$ cat src/hdl/hrecd_pkg.sv
// Shared constants for the host instruction decoder and its SPI host end
package hrecd_pkg;

  // ----------------------------------------------------------------------
  // Instruction codes
  // ----------------------------------------------------------------------
  localparam logic [7:0] OP_WR   = 8'h00;  // Register write
  localparam logic [7:0] OP_OR   = 8'h01;  // Register OR mask
  localparam logic [7:0] OP_AND  = 8'h02;  // Register AND mask
  localparam logic [7:0] OP_WRM  = 8'h03;  // Multi-register write
  localparam logic [7:0] OP_RD   = 8'h04;  // Register read
  localparam logic [7:0] OP_RDM  = 8'h05;  // Multi-register read
  localparam logic [7:0] OP_EEW  = 8'h06;  // EEPROM write
  localparam logic [7:0] OP_EER  = 8'h07;  // EEPROM read
  localparam logic [7:0] OP_FOFF = 8'h17;  // Field off
  localparam logic [7:0] OP_DPB  = 8'h18;  // Digital probe bus enable
  localparam logic [7:0] OP_APB  = 8'h19;  // Analog probe bus enable

  // Actions of a multi-register write entry
  localparam logic [7:0] ACT_WR  = 8'h01;
  localparam logic [7:0] ACT_OR  = 8'h02;
  localparam logic [7:0] ACT_AND = 8'h03;

  // ----------------------------------------------------------------------
  // Frame layout (byte index 0 is the opcode)
  // ----------------------------------------------------------------------
  localparam logic [8:0] IDX_OPCODE      = 9'h000;
  localparam logic [8:0] IDX_PARAM1      = 9'h001;
  localparam logic [8:0] IDX_PARAM2      = 9'h002;
  localparam logic [8:0] IDX_WR_LAST     = 9'h005;
  localparam logic [8:0] WR_FRAME_LEN    = 9'h006;
  localparam logic [8:0] RD_FRAME_LEN    = 9'h002;
  localparam logic [8:0] RDM_FRAME_MAX   = 9'h013;  // Opcode plus 18 addresses
  localparam logic [8:0] EEW_FRAME_MIN   = 9'h003;
  localparam logic [8:0] EER_FRAME_LEN   = 9'h003;
  localparam logic [8:0] SHORT_FRAME_LEN = 9'h002;
  localparam logic [2:0] ENT_LAST        = 3'h5;    // Six bytes per entry
  localparam logic [6:0] MAX_ENTRIES     = 7'h2A;   // 42 entries
  localparam int         RD_MAX_ADDRS    = 18;
  localparam logic [2:0] BIT_LAST        = 3'h7;

  // ----------------------------------------------------------------------
  // Storage
  // ----------------------------------------------------------------------
  localparam int          REG_COUNT     = 16;
  localparam logic [31:0] REG_RESET     = 32'h0000_0000;
  localparam int          IRQ_STAT_IDX  = 0;
  localparam int          EE_DEPTH      = 255;
  localparam logic [7:0]  EE_LAST_ADDR  = 8'hFE;
  localparam logic [8:0]  EE_END_EXCL   = 9'h0FF;
  localparam logic [7:0]  EE_RESET      = 8'hFF;
  localparam logic [7:0]  RESP_FILL     = 8'h00;

  // Exception causes in the interrupt status register
  localparam int EXC_W       = 4;
  localparam int EXC_OPCODE  = 0;
  localparam int EXC_ADDRESS = 1;
  localparam int EXC_LENGTH  = 2;
  localparam int EXC_ACTION  = 3;

  // ----------------------------------------------------------------------
  // Timing
  // ----------------------------------------------------------------------
  localparam int CLK_PERIOD_NS = 100;
  localparam int SCK_HALF_NS   = 800;
  localparam int SCK_HALF_CYC  = SCK_HALF_NS / CLK_PERIOD_NS;

endpackage : hrecd_pkg

$ cat src/hdl/hrecd_link_if.sv
// SPI link between the host end and the instruction decoder end
`timescale 1ns/1ps
interface hrecd_link_if;
  logic sck;
  logic mosi;
  logic miso;
  logic chip_select_n;
  logic busy;
  logic irq;

  modport dev  (input sck, input mosi, input chip_select_n,
                output miso, output busy, output irq);
  modport host (output sck, output mosi, output chip_select_n,
                input miso, input busy, input irq);
endinterface : hrecd_link_if

$ cat src/hdl/hrecd_dev_end.sv
// Host instruction decoder: SPI slave with register file and EEPROM store
//
// Overview of operation
// - Opcode 0x17 switches the field off
// - 0x18 digital, 0x19 analog probe bus enable
// - Opcode 0x00 writes 32-bit register, no response
// - Opcode 0x01 ORs mask into register
// - Opcode 0x02 ANDs mask into register
// - Nonexistent register address raises an exception
// - Opcode 0x03 processes up to 42 entries
// - Entry action: 1 write, 2 OR, 3 AND
// - No rollback after a mid-frame exception
// - Opcode 0x04 returns one register, four bytes
// - Opcode 0x05 reads 1 to 18 registers
// - Read values follow request address order
// - Opcode 0x06 writes consecutive EEPROM bytes
// - Host keeps EEPROM writes within address 254
// - Opcode 0x07 returns consecutive EEPROM bytes
// - Host keeps EEPROM reads within address 254
// - Violation sets status cause and interrupt
// - One frame per instruction, second for reads
// - Busy rises on data, falls when ready
// - Four-byte values travel least byte first
`timescale 1ns/1ps
module hrecd_dev_end
  import hrecd_pkg::*;
#(
  parameter int NUM_REGS = REG_COUNT
) (
  // System
  input  wire logic clk_sys,
  input  wire logic resetn,
  input  wire logic ce,
  // Link
  hrecd_link_if.dev link,
  // Decoded instructions
  output logic      field_off_instr,
  output logic      digital_probe_bus_instr,
  output logic      analog_probe_bus_instr
);

  localparam int         AW   = (NUM_REGS > 1) ? $clog2(NUM_REGS) : 1;
  localparam logic [7:0] NREG = 8'(NUM_REGS);

  // ----------------------------------------------------------------------
  // State
  // ----------------------------------------------------------------------
  logic              cs_m_ff, cs_s_ff, cs_d_ff;
  logic              sck_m_ff, sck_s_ff, sck_d_ff;
  logic              mosi_m_ff, mosi_s_ff;
  logic [2:0]        bit_ff;
  logic [7:0]        rx_sh_ff;
  logic [7:0]        tx_sh_ff;
  logic [8:0]        cnt_ff;
  logic [8:0]        ridx_ff;
  logic [2:0]        pos_ff;
  logic [6:0]        ent_ff;
  logic [7:0]        opcode_ff;
  logic [7:0]        addr_ff;
  logic [7:0]        act_ff;
  logic [23:0]       val_ff;
  logic [7:0]        ee_ptr_ff;
  logic [7:0]        ee_start_ff;
  logic [7:0]        ee_len_ff;
  logic [4:0]        rd_n_ff;
  logic              bad_rd_ff;
  logic              resp_rdy_ff;
  logic              resp_ee_ff;
  logic              rd_frame_ff;
  logic              busy_ff;
  logic              irq_ff;
  logic              foff_ff, dpb_ff, apb_ff;
  logic [31:0]       regs_ff     [NUM_REGS];
  logic [7:0]        addr_buf_ff [RD_MAX_ADDRS];
  logic [7:0]        ee_ff       [EE_DEPTH];

  // ----------------------------------------------------------------------
  // Link edge and byte decode
  // ----------------------------------------------------------------------
  wire logic       in_frame  = ~cs_s_ff;
  wire logic       cs_fall   = ~cs_s_ff & cs_d_ff;
  wire logic       cs_rise   = cs_s_ff & ~cs_d_ff;
  wire logic       sck_rise  = sck_s_ff & ~sck_d_ff;
  wire logic       sck_fall  = ~sck_s_ff & sck_d_ff;
  wire logic       byte_done = in_frame & sck_rise & (bit_ff == BIT_LAST);
  wire logic [7:0] rx_byte   = {rx_sh_ff[6:0], mosi_s_ff};
  wire logic       cmd_byte  = byte_done & ~rd_frame_ff;
  wire logic       par_byte  = cmd_byte & (cnt_ff != IDX_OPCODE);
  wire logic       load_tx   = cs_fall | byte_done;

  // Opcode decode
  wire logic is_reg_op = opcode_ff <= OP_AND;
  wire logic is_wrm    = opcode_ff == OP_WRM;
  wire logic is_rd     = opcode_ff == OP_RD;
  wire logic is_rdm    = opcode_ff == OP_RDM;
  wire logic is_eew    = opcode_ff == OP_EEW;
  wire logic is_eer    = opcode_ff == OP_EER;
  wire logic is_foff   = opcode_ff == OP_FOFF;
  wire logic is_dpb    = opcode_ff == OP_DPB;
  wire logic is_apb    = opcode_ff == OP_APB;
  wire logic is_short  = is_foff | is_dpb | is_apb;
  wire logic known     = is_reg_op | is_wrm | is_rd | is_rdm | is_eew | is_eer | is_short;

  // ----------------------------------------------------------------------
  // Register update path
  // ----------------------------------------------------------------------
  // single write lands on fifth parameter byte
  wire logic        apply_single = par_byte & is_reg_op & (cnt_ff == IDX_WR_LAST);
  wire logic        apply_multi  = par_byte & is_wrm & (pos_ff == ENT_LAST);
  // single opcodes map onto the entry action codes
  wire logic [7:0]  sel_op       = is_reg_op ? opcode_ff + ACT_WR : act_ff;
  wire logic        act_ok       = (sel_op >= ACT_WR) & (sel_op <= ACT_AND);
  // address must name an existing register
  wire logic        addr_ok      = addr_ff < NREG;
  wire logic        do_apply     = apply_single | (apply_multi & (ent_ff < MAX_ENTRIES));
  wire logic        wr_en        = do_apply & addr_ok & act_ok;
  // last byte is the most significant
  wire logic [31:0] wr_data      = {rx_byte, val_ff};
  wire logic [31:0] old_val      = addr_ok ? regs_ff[addr_ff[AW-1:0]] : REG_RESET;
  wire logic [31:0] new_val      = (sel_op == ACT_OR)  ? (old_val | wr_data) :
                                   (sel_op == ACT_AND) ? (old_val & wr_data) : wr_data;

  // EEPROM write path
  wire logic ee_wr    = par_byte & is_eew & (cnt_ff >= IDX_PARAM2);
  wire logic ee_ok    = ee_ptr_ff <= EE_LAST_ADDR;
  wire logic ee_wr_en = ee_wr & ee_ok;

  // Read address capture
  wire logic       rd_cap  = par_byte & (is_rd | is_rdm) & (cnt_ff < RDM_FRAME_MAX);
  wire logic [4:0] cap_idx = 5'(cnt_ff - IDX_PARAM1);

  // ----------------------------------------------------------------------
  // Frame end checks
  // ----------------------------------------------------------------------
  wire logic frame_end = cs_rise & ~rd_frame_ff & (cnt_ff != IDX_OPCODE);
  wire logic len_ok    = is_reg_op ? (cnt_ff == WR_FRAME_LEN) :
                         is_wrm    ? ((cnt_ff > IDX_PARAM1) & (pos_ff == 3'h0)
                                      & (ent_ff <= MAX_ENTRIES)) :
                         is_rd     ? (cnt_ff == RD_FRAME_LEN) :
                         is_rdm    ? ((cnt_ff >= RD_FRAME_LEN) & (cnt_ff <= RDM_FRAME_MAX)) :
                         is_eew    ? (cnt_ff >= EEW_FRAME_MIN) :
                         is_eer    ? (cnt_ff == EER_FRAME_LEN) :
                                     (cnt_ff == SHORT_FRAME_LEN);
  // read range checked against last EEPROM address
  wire logic ee_rng_ok = (({1'b0, ee_start_ff} + {1'b0, ee_len_ff}) <= EE_END_EXCL)
                         & (ee_len_ff != 8'h00);
  wire logic good_end  = frame_end & known & len_ok;
  wire logic rd_bad    = ((is_rd | is_rdm) & bad_rd_ff) | (is_eer & ~ee_rng_ok);
  wire logic resp_go   = good_end & (is_rd | is_rdm | is_eer) & ~rd_bad;

  wire logic [EXC_W-1:0] exc_set;
  assign exc_set[EXC_OPCODE]  = frame_end & ~known;
  assign exc_set[EXC_LENGTH]  = frame_end & known & ~len_ok;
  assign exc_set[EXC_ADDRESS] = (do_apply & ~addr_ok) | (ee_wr & ~ee_ok) | (good_end & rd_bad);
  assign exc_set[EXC_ACTION]  = do_apply & addr_ok & ~act_ok;

  // ----------------------------------------------------------------------
  // Response byte selection
  // ----------------------------------------------------------------------
  // word index follows request order, byte 0 is least significant
  wire logic [6:0]  r_word   = ridx_ff[8:2];
  wire logic [7:0]  r_sel    = addr_buf_ff[r_word[4:0]];
  wire logic [31:0] r_val    = regs_ff[r_sel[AW-1:0]];
  wire logic [7:0]  reg_byte = r_val[{ridx_ff[1:0], 3'b000} +: 8];
  wire logic [7:0]  ee_byte  = ee_ff[ee_start_ff + ridx_ff[7:0]];
  wire logic        r_in_reg = r_word < {2'b00, rd_n_ff};
  wire logic        r_in_ee  = ridx_ff < {1'b0, ee_len_ff};
  wire logic [7:0]  tx_byte  = ~resp_rdy_ff ? RESP_FILL :
                               resp_ee_ff   ? (r_in_ee ? ee_byte : RESP_FILL) :
                                              (r_in_reg ? reg_byte : RESP_FILL);

  // Two-stage synchronisers for the link inputs
  always_ff @(posedge clk_sys) begin
    if (!resetn) begin
      {cs_m_ff, cs_s_ff, cs_d_ff}    <= 3'h7;
      {sck_m_ff, sck_s_ff, sck_d_ff} <= 3'h0;
      {mosi_m_ff, mosi_s_ff}         <= 2'h0;
    end else if (ce) begin
      {cs_m_ff, cs_s_ff, cs_d_ff}    <= {link.chip_select_n, cs_m_ff, cs_s_ff};
      {sck_m_ff, sck_s_ff, sck_d_ff} <= {link.sck, sck_m_ff, sck_s_ff};
      {mosi_m_ff, mosi_s_ff}         <= {link.mosi, mosi_m_ff};
    end
  end

  // Bit shifters, most significant bit first on the wire
  always_ff @(posedge clk_sys) begin
    if (!resetn) begin
      bit_ff   <= 3'h0;
      rx_sh_ff <= 8'h00;
      tx_sh_ff <= RESP_FILL;
    end else if (ce) begin
      if (!in_frame) bit_ff <= 3'h0;
      else if (sck_rise) begin
        bit_ff   <= bit_ff + 3'h1;
        rx_sh_ff <= rx_byte;
      end
      if (load_tx) tx_sh_ff <= tx_byte;
      else if (sck_fall && bit_ff != 3'h0) tx_sh_ff <= {tx_sh_ff[6:0], 1'b0};
    end
  end

  // Frame sequencing and pending response
  always_ff @(posedge clk_sys) begin
    if (!resetn) begin
      cnt_ff <= IDX_OPCODE;
      ridx_ff <= 9'h000;
      pos_ff <= 3'h0;
      ent_ff <= 7'h00;
      rd_frame_ff <= 1'b0;
      resp_rdy_ff <= 1'b0;
      resp_ee_ff <= 1'b0;
    end else if (ce) begin
      if (cs_rise) begin
        cnt_ff  <= IDX_OPCODE;
        ridx_ff <= 9'h000;
        pos_ff  <= 3'h0;
        ent_ff  <= 7'h00;
        if (rd_frame_ff) begin
          rd_frame_ff <= 1'b0;
          resp_rdy_ff <= 1'b0;
        end
        if (resp_go) begin
          resp_rdy_ff <= 1'b1;
          resp_ee_ff  <= is_eer;
        end
      end else begin
        if (cs_fall) rd_frame_ff <= resp_rdy_ff;
        if (load_tx) ridx_ff <= ridx_ff + 9'h001;
        if (byte_done && cnt_ff != 9'h1FF) cnt_ff <= cnt_ff + 9'h001;
        if (par_byte && is_wrm) pos_ff <= (pos_ff == ENT_LAST) ? 3'h0 : pos_ff + 3'h1;
        if (apply_multi && ent_ff != 7'h7F) ent_ff <= ent_ff + 7'h01;
      end
    end
  end

  // Parameter capture
  always_ff @(posedge clk_sys) begin
    if (!resetn) begin
      opcode_ff <= 8'h00;
      addr_ff <= 8'h00;
      act_ff <= 8'h00;
      val_ff <= 24'h000000;
      ee_ptr_ff <= 8'h00;
      ee_start_ff <= 8'h00;
      ee_len_ff <= 8'h00;
      rd_n_ff <= 5'h00;
      bad_rd_ff <= 1'b0;
      for (int i = 0; i < RD_MAX_ADDRS; i++) addr_buf_ff[i] <= 8'h00;
    end else if (ce) begin
      if (cs_rise) bad_rd_ff <= 1'b0;
      if (cmd_byte && cnt_ff == IDX_OPCODE) opcode_ff <= rx_byte;
      if (par_byte && ((is_reg_op && cnt_ff == IDX_PARAM1) || (is_wrm && pos_ff == 3'h0)))
        addr_ff <= rx_byte;
      if (par_byte && is_wrm && pos_ff == 3'h1) act_ff <= rx_byte;
      // value bytes shift in least significant first
      if (par_byte) val_ff <= {rx_byte, val_ff[23:8]};
      if (par_byte && is_eew && cnt_ff == IDX_PARAM1) ee_ptr_ff <= rx_byte;
      else if (ee_wr_en) ee_ptr_ff <= ee_ptr_ff + 8'h01;
      if (par_byte && is_eer && cnt_ff == IDX_PARAM1) ee_start_ff <= rx_byte;
      if (par_byte && is_eer && cnt_ff == IDX_PARAM2) ee_len_ff <= rx_byte;
      // up to 18 addresses kept in order
      if (rd_cap) begin
        addr_buf_ff[cap_idx] <= rx_byte;
        rd_n_ff              <= cnt_ff[4:0];
        if (rx_byte >= NREG) bad_rd_ff <= 1'b1;
      end
    end
  end

  // Register file; exception causes win over a same-cycle write
  for (genvar g = 0; g < NUM_REGS; g++) begin : g_reg
    wire logic        hit  = wr_en & (addr_ff == 8'(g));
    wire logic [31:0] setv = (g == IRQ_STAT_IDX) ? 32'(exc_set) : 32'h0000_0000;
    always_ff @(posedge clk_sys) begin
      if (!resetn) regs_ff[g] <= REG_RESET;
      else if (ce) regs_ff[g] <= (hit ? new_val : regs_ff[g]) | setv;
    end
  end

  // EEPROM store
  always_ff @(posedge clk_sys) begin
    if (!resetn) begin
      for (int i = 0; i < EE_DEPTH; i++) ee_ff[i] <= EE_RESET;
    end else if (ce && ee_wr_en) begin
      ee_ff[ee_ptr_ff] <= rx_byte;
    end
  end

  // Busy, interrupt and decoded instruction outputs
  always_ff @(posedge clk_sys) begin
    if (!resetn) begin
      busy_ff <= 1'b0;
      irq_ff  <= 1'b0;
      foff_ff <= 1'b0;
      dpb_ff  <= 1'b0;
      apb_ff  <= 1'b0;
    end else if (ce) begin
      // busy set by received data, cleared after frame end
      if (byte_done) busy_ff <= 1'b1;
      else if (cs_rise) busy_ff <= 1'b0;
      irq_ff  <= |regs_ff[IRQ_STAT_IDX][EXC_W-1:0];
      foff_ff <= good_end & is_foff;
      if (good_end && is_dpb) dpb_ff <= 1'b1;
      if (good_end && is_apb) apb_ff <= 1'b1;
    end
  end

  assign link.miso               = tx_sh_ff[7];
  assign link.busy               = busy_ff;
  assign link.irq                = irq_ff;
  assign field_off_instr         = foff_ff;
  assign digital_probe_bus_instr = dpb_ff;
  assign analog_probe_bus_instr  = apb_ff;

endmodule : hrecd_dev_end

$ cat src/flat_wrapper.sv
// flat-port wrapper written by rule: the top's interface ports become plain ports
module hrecd_dev_end_flat import hrecd_pkg::*;
#(
  parameter int NUM_REGS = REG_COUNT
)
  (clk_sys, resetn, ce, field_off_instr, digital_probe_bus_instr, analog_probe_bus_instr, link_sck, link_mosi, link_chip_select_n, link_miso, link_busy, link_irq);
  hrecd_link_if link_i ();
  input  wire logic clk_sys;
  input  wire logic resetn;
  input  wire logic ce;
  output logic field_off_instr;
  output logic digital_probe_bus_instr;
  output logic analog_probe_bus_instr;
  input wire logic [$bits(link_i.sck)-1:0] link_sck;
  input wire logic [$bits(link_i.mosi)-1:0] link_mosi;
  input wire logic [$bits(link_i.chip_select_n)-1:0] link_chip_select_n;
  output wire logic [$bits(link_i.miso)-1:0] link_miso;
  output wire logic [$bits(link_i.busy)-1:0] link_busy;
  output wire logic [$bits(link_i.irq)-1:0] link_irq;
  assign link_i.sck = link_sck;
  assign link_i.mosi = link_mosi;
  assign link_i.chip_select_n = link_chip_select_n;
  assign link_miso = link_i.miso;
  assign link_busy = link_i.busy;
  assign link_irq = link_i.irq;
  hrecd_dev_end #(.NUM_REGS(NUM_REGS)) u_core (.clk_sys(clk_sys), .resetn(resetn), .ce(ce), .link(link_i), .field_off_instr(field_off_instr), .digital_probe_bus_instr(digital_probe_bus_instr), .analog_probe_bus_instr(analog_probe_bus_instr));
endmodule
$ cat config.mk
export PLATFORM = sky130hd
export DESIGN_NAME = hrecd_dev_end_flat
export DESIGN_NICKNAME = d
export VERILOG_FILES = /design/src/hdl/hrecd_pkg.sv /design/src/hdl/hrecd_link_if.sv /design/src/hdl/hrecd_dev_end.sv /design/src/flat_wrapper.sv
export SDC_FILE = /design/constraint.sdc
export NUM_CORES = 2
export LEC_CHECK = 0
export ABC_AREA = 1
export BUFFER_PORTS_ARGS = -buffer_cell sky130_fd_sc_hd__buf_4
export CORE_MARGIN = 2
export CORE_UTILIZATION = 31
export CTS_CLUSTER_SIZE = 20
export DETAILED_ROUTE_END_ITERATION = 10
export GPL_ROUTABILITY_DRIVEN = 0
export PLACE_DENSITY_LB_ADDON = 0.08
export SLEW_MARGIN = 25
export SYNTH_ARGS = -nofsm -noshare
export SYNTH_HDL_FRONTEND = slang
export SYNTH_SLANG_ARGS = --single-unit
export TNS_END_PERCENT = 5
$ cat constraint.sdc
create_clock -name clk_sys -period 6.3 [get_ports clk_sys]
set_clock_uncertainty 0.05 [all_clocks]
set_input_delay 1.26 -clock clk_sys [delete_from_list [all_inputs] [get_ports clk_sys]]
set_output_delay 1.26 -clock clk_sys [all_outputs]
set_load 0.01 [all_outputs]
==> run metrics <==
min-delay worst type register to register; Finished Layout Cells 19400; CP peak stage delay 1.29 ns; Placed Cells 18700; Max Fanout on Critical Path 63; post-synthesis xor/xnor area fraction 0.000786; GR Util All Layers 0.230; Via-to-Cell Ratio 5.42; Buffers on Ports 11; global-route wire length before repair 741 mm; final setup TNS 0 ns; buffers from clock root to sink, at most 4; Async SR Flop Fraction 0; Leak Pwr 48.1 nW; Mean Syn Cell Area 9.68 um^2; Max Clk Rate 188 MHz; clock sink total 2837; worst-margin pin slew 1.25 ns; Worst VDD drop 0.000177 V; post-synthesis compound-gate area fraction 0.112; CP Launch Point u_core.ee_start_ff[0]; max_cap viols 0; final max-slew violation count 0; vias in the first global route 104000; setup repair bufs after CTS 0; RSZ-0062 raised after global routing false; Area Growth Syn to Fin 13.0%; most frequent cell after synthesis nand2_1; Detailed Place HPWL 303 mm; Buf/Inv on CP 2; DRC 0; WP data required 7.13 ns; startpoint types register; Area after DPL 140000 um^2; Num CTS Buffers 341; antenna violations before repair 17; simple-gate share of the synthesized area 0.214; Storage cell area 83700 um^2; Worst-path clk slew 0.06 ns; register area share after synthesis 0.626; mux cell area share after synthesis 0.0000749; Final Cycle Share 0.846; Root Driver clkbuf_16; post-layout util 0.351; Arr. time, crit path 6.16 ns; yosys warns 0; initial core utilization 0.311; worst flop-to-flop path startpoint u_core.ee_start_ff[0]; status complete, no violations; Setup Crit Path Kind register to register; synth cell count leaders nand2_1, edfxtp_1, nor2_1; final setup violation count 0; Cells after Synth 13800; HP Start u_core.act_ff[7]; CTS tree done; multi-input logic area 44700 um^2; Most common cell on crit path nand3_1; DR pass1 iterations 6; Final Hold Vio Count 0; DRT iter0 DRCs 10800; Synth Area in Adders 0.00470; Layout fillers 43400; area share of the largest cell type after synthesis 0.604; Slowest-stage cell, CP fa_4; worst path cell trace ha_4 > fa_4 > buf_12 > buf_4 > a21oi_1 > a32oi_1 > o211ai_1 > nand3_1 > nand3_1 > nand3_1 > nand2_1 > nand2_1 > nand3_1 > a21oi_1 > nand2_1 > a21oi_1; WP depth 16; Mapped Area 134000 um^2; Post-layout nets 13400; pin count of the biggest net entering global routing 177; Final Critical Period 5.33 ns; CP Capture Type register; layout cell share with drive strength beyond 1 0.0736; Die X-Extent 661 um; die height 661 um; DR vias 105000; Post-synth top flop edfxtp_1; CP top delay family adder cells; Die ar. 437000 um^2; WHS Path Cells 2; clock network latency to the later pin of the worst-skew pair 0.95 ns; H-tree lvl count 5; top post-synthesis cells by area edfxtp_1, nand2_1, nand3_1; largest family of logic cells by synthesized area simple AND/OR/NAND/NOR gates; I/O Pins 12; post-synth top area cell edfxtp_1; PwrDens 284 nW/um^2; Routed Antenna Nets 0; core area 430000 um^2; Hold-fix buffers, CTS 0; normalized max-slew margin 0.167; grt ovf 0; Synth Register Bits 2837; Synth cell types 55; Avg WL per Cell 26.5 um; Post-synth EDFFs 2688; worst-case reg-to-reg path depth 16; Cell Rows 241; cts repair resizes 0; DRT Wirelength 514 mm; Design Area, Final 151000 um^2
## stage by stage
stage / setup slack [ns] / hold WS (ns) / power, mW
after floorplan: 2.74 / 0.370 / 22.7
after global placement: 1.04 / 0.386 / 23.6
after detailed placement: 1.09 / 0.391 / 23.6
after CTS: 1.12 / 0.404 / 43.3
after global routing: 0.936 / 0.419 / 44.1
final: 0.970 / 0.401 / 42.8
## kinds of logic (layout without fill, tap and decap cells)
group | after synthesis | after routing
AO/OA/AOI/OAI | 2298 | 2298
other | 1 | 25
multiplexers | 1 | 1
buffers and inverters | 1445 | 1253
AND/OR/NAND/NOR | 7170 | 7170
XOR/XNOR | 12 | 12
flip-flops | 2837 | 2837
adder cells (fa/ha/maj) | 49 | 49
## worst reg2reg max path, stage by stage, from the launching register on
cell      delay (ns)
dfxtp_1         0.35
ha_4            0.18
fa_4            1.29
buf_12          0.34
buf_4           0.62
a21oi_1         0.14
a32oi_1         0.36
o211ai_1        0.15
nand3_1         0.29
nand3_1         0.13
nand3_1         0.26
nand2_1         0.09
nand2_1         0.08
nand3_1         0.12
a21oi_1         0.58
nand2_1         0.14
a21oi_1         0.15
## placed cells by master, fill, tap and decap left out, types with 233 or more instances in the layout
cell / n
a32o_1: 340
nor2_1: 1291
edfxtp_1: 2688
buf_4: 284
nand2_1: 4600
o21ai_0: 535
clkbuf_16: 349
a21oi_1: 666
inv_1: 233
nand3_1: 1120
## sequential cells by signal, summed over array words and instances (netlist names), 9 cells and up, named ones only
name and flops:
u_core.ridx_ff 9, u_core.val_ff 24, u_core.addr_buf_ff 128, u_core.cnt_ff 9, u_core.ee_ff 2048, u_core.regs_ff 512
## final timing paths
| check | to | slack, ns |
|---|---|---|
| max | u_core.tx_sh_ff[7] | 0.97 |
| min | u_core.act_ff[7] | 0.40 |
| max reg2reg | u_core.tx_sh_ff[7] | 0.97 |
| min reg2reg | u_core.act_ff[7] | 0.40 |
## report_power, final
part	switching (mW)	internal, mW	leakage, nW
sequential	0.212	21.1	24.4
clock	8.22	11.4	5.28
combinational	1.37	0.500	18.4
total	9.80	33.0	48.1
## layout make-up
type	instances	share of cell area
Clock inverter	168	0.0109
Antenna cell	9	0.000149
Inverter	286	0.00769
Clock buffer	448	0.0607
Multi-Input combinational cell	9546	0.296
Tap cell	5710	0.0473
Timing Repair Buffer	351	0.0229
Sequential cell	2837	0.554
## metal layers
metal  vias to the layer above  GRT usage  wire length (um)  share of wire
met5                         -          0                62        0.00012
met3                       862     0.0271             30100          0.059
li1                      47400          -                 -              -
met4                        10     0.0806             19100          0.037
met2                      3971      0.381            242000           0.47
met1                     52600      0.310            222000           0.43
Power figures use the tool's default switching activity.
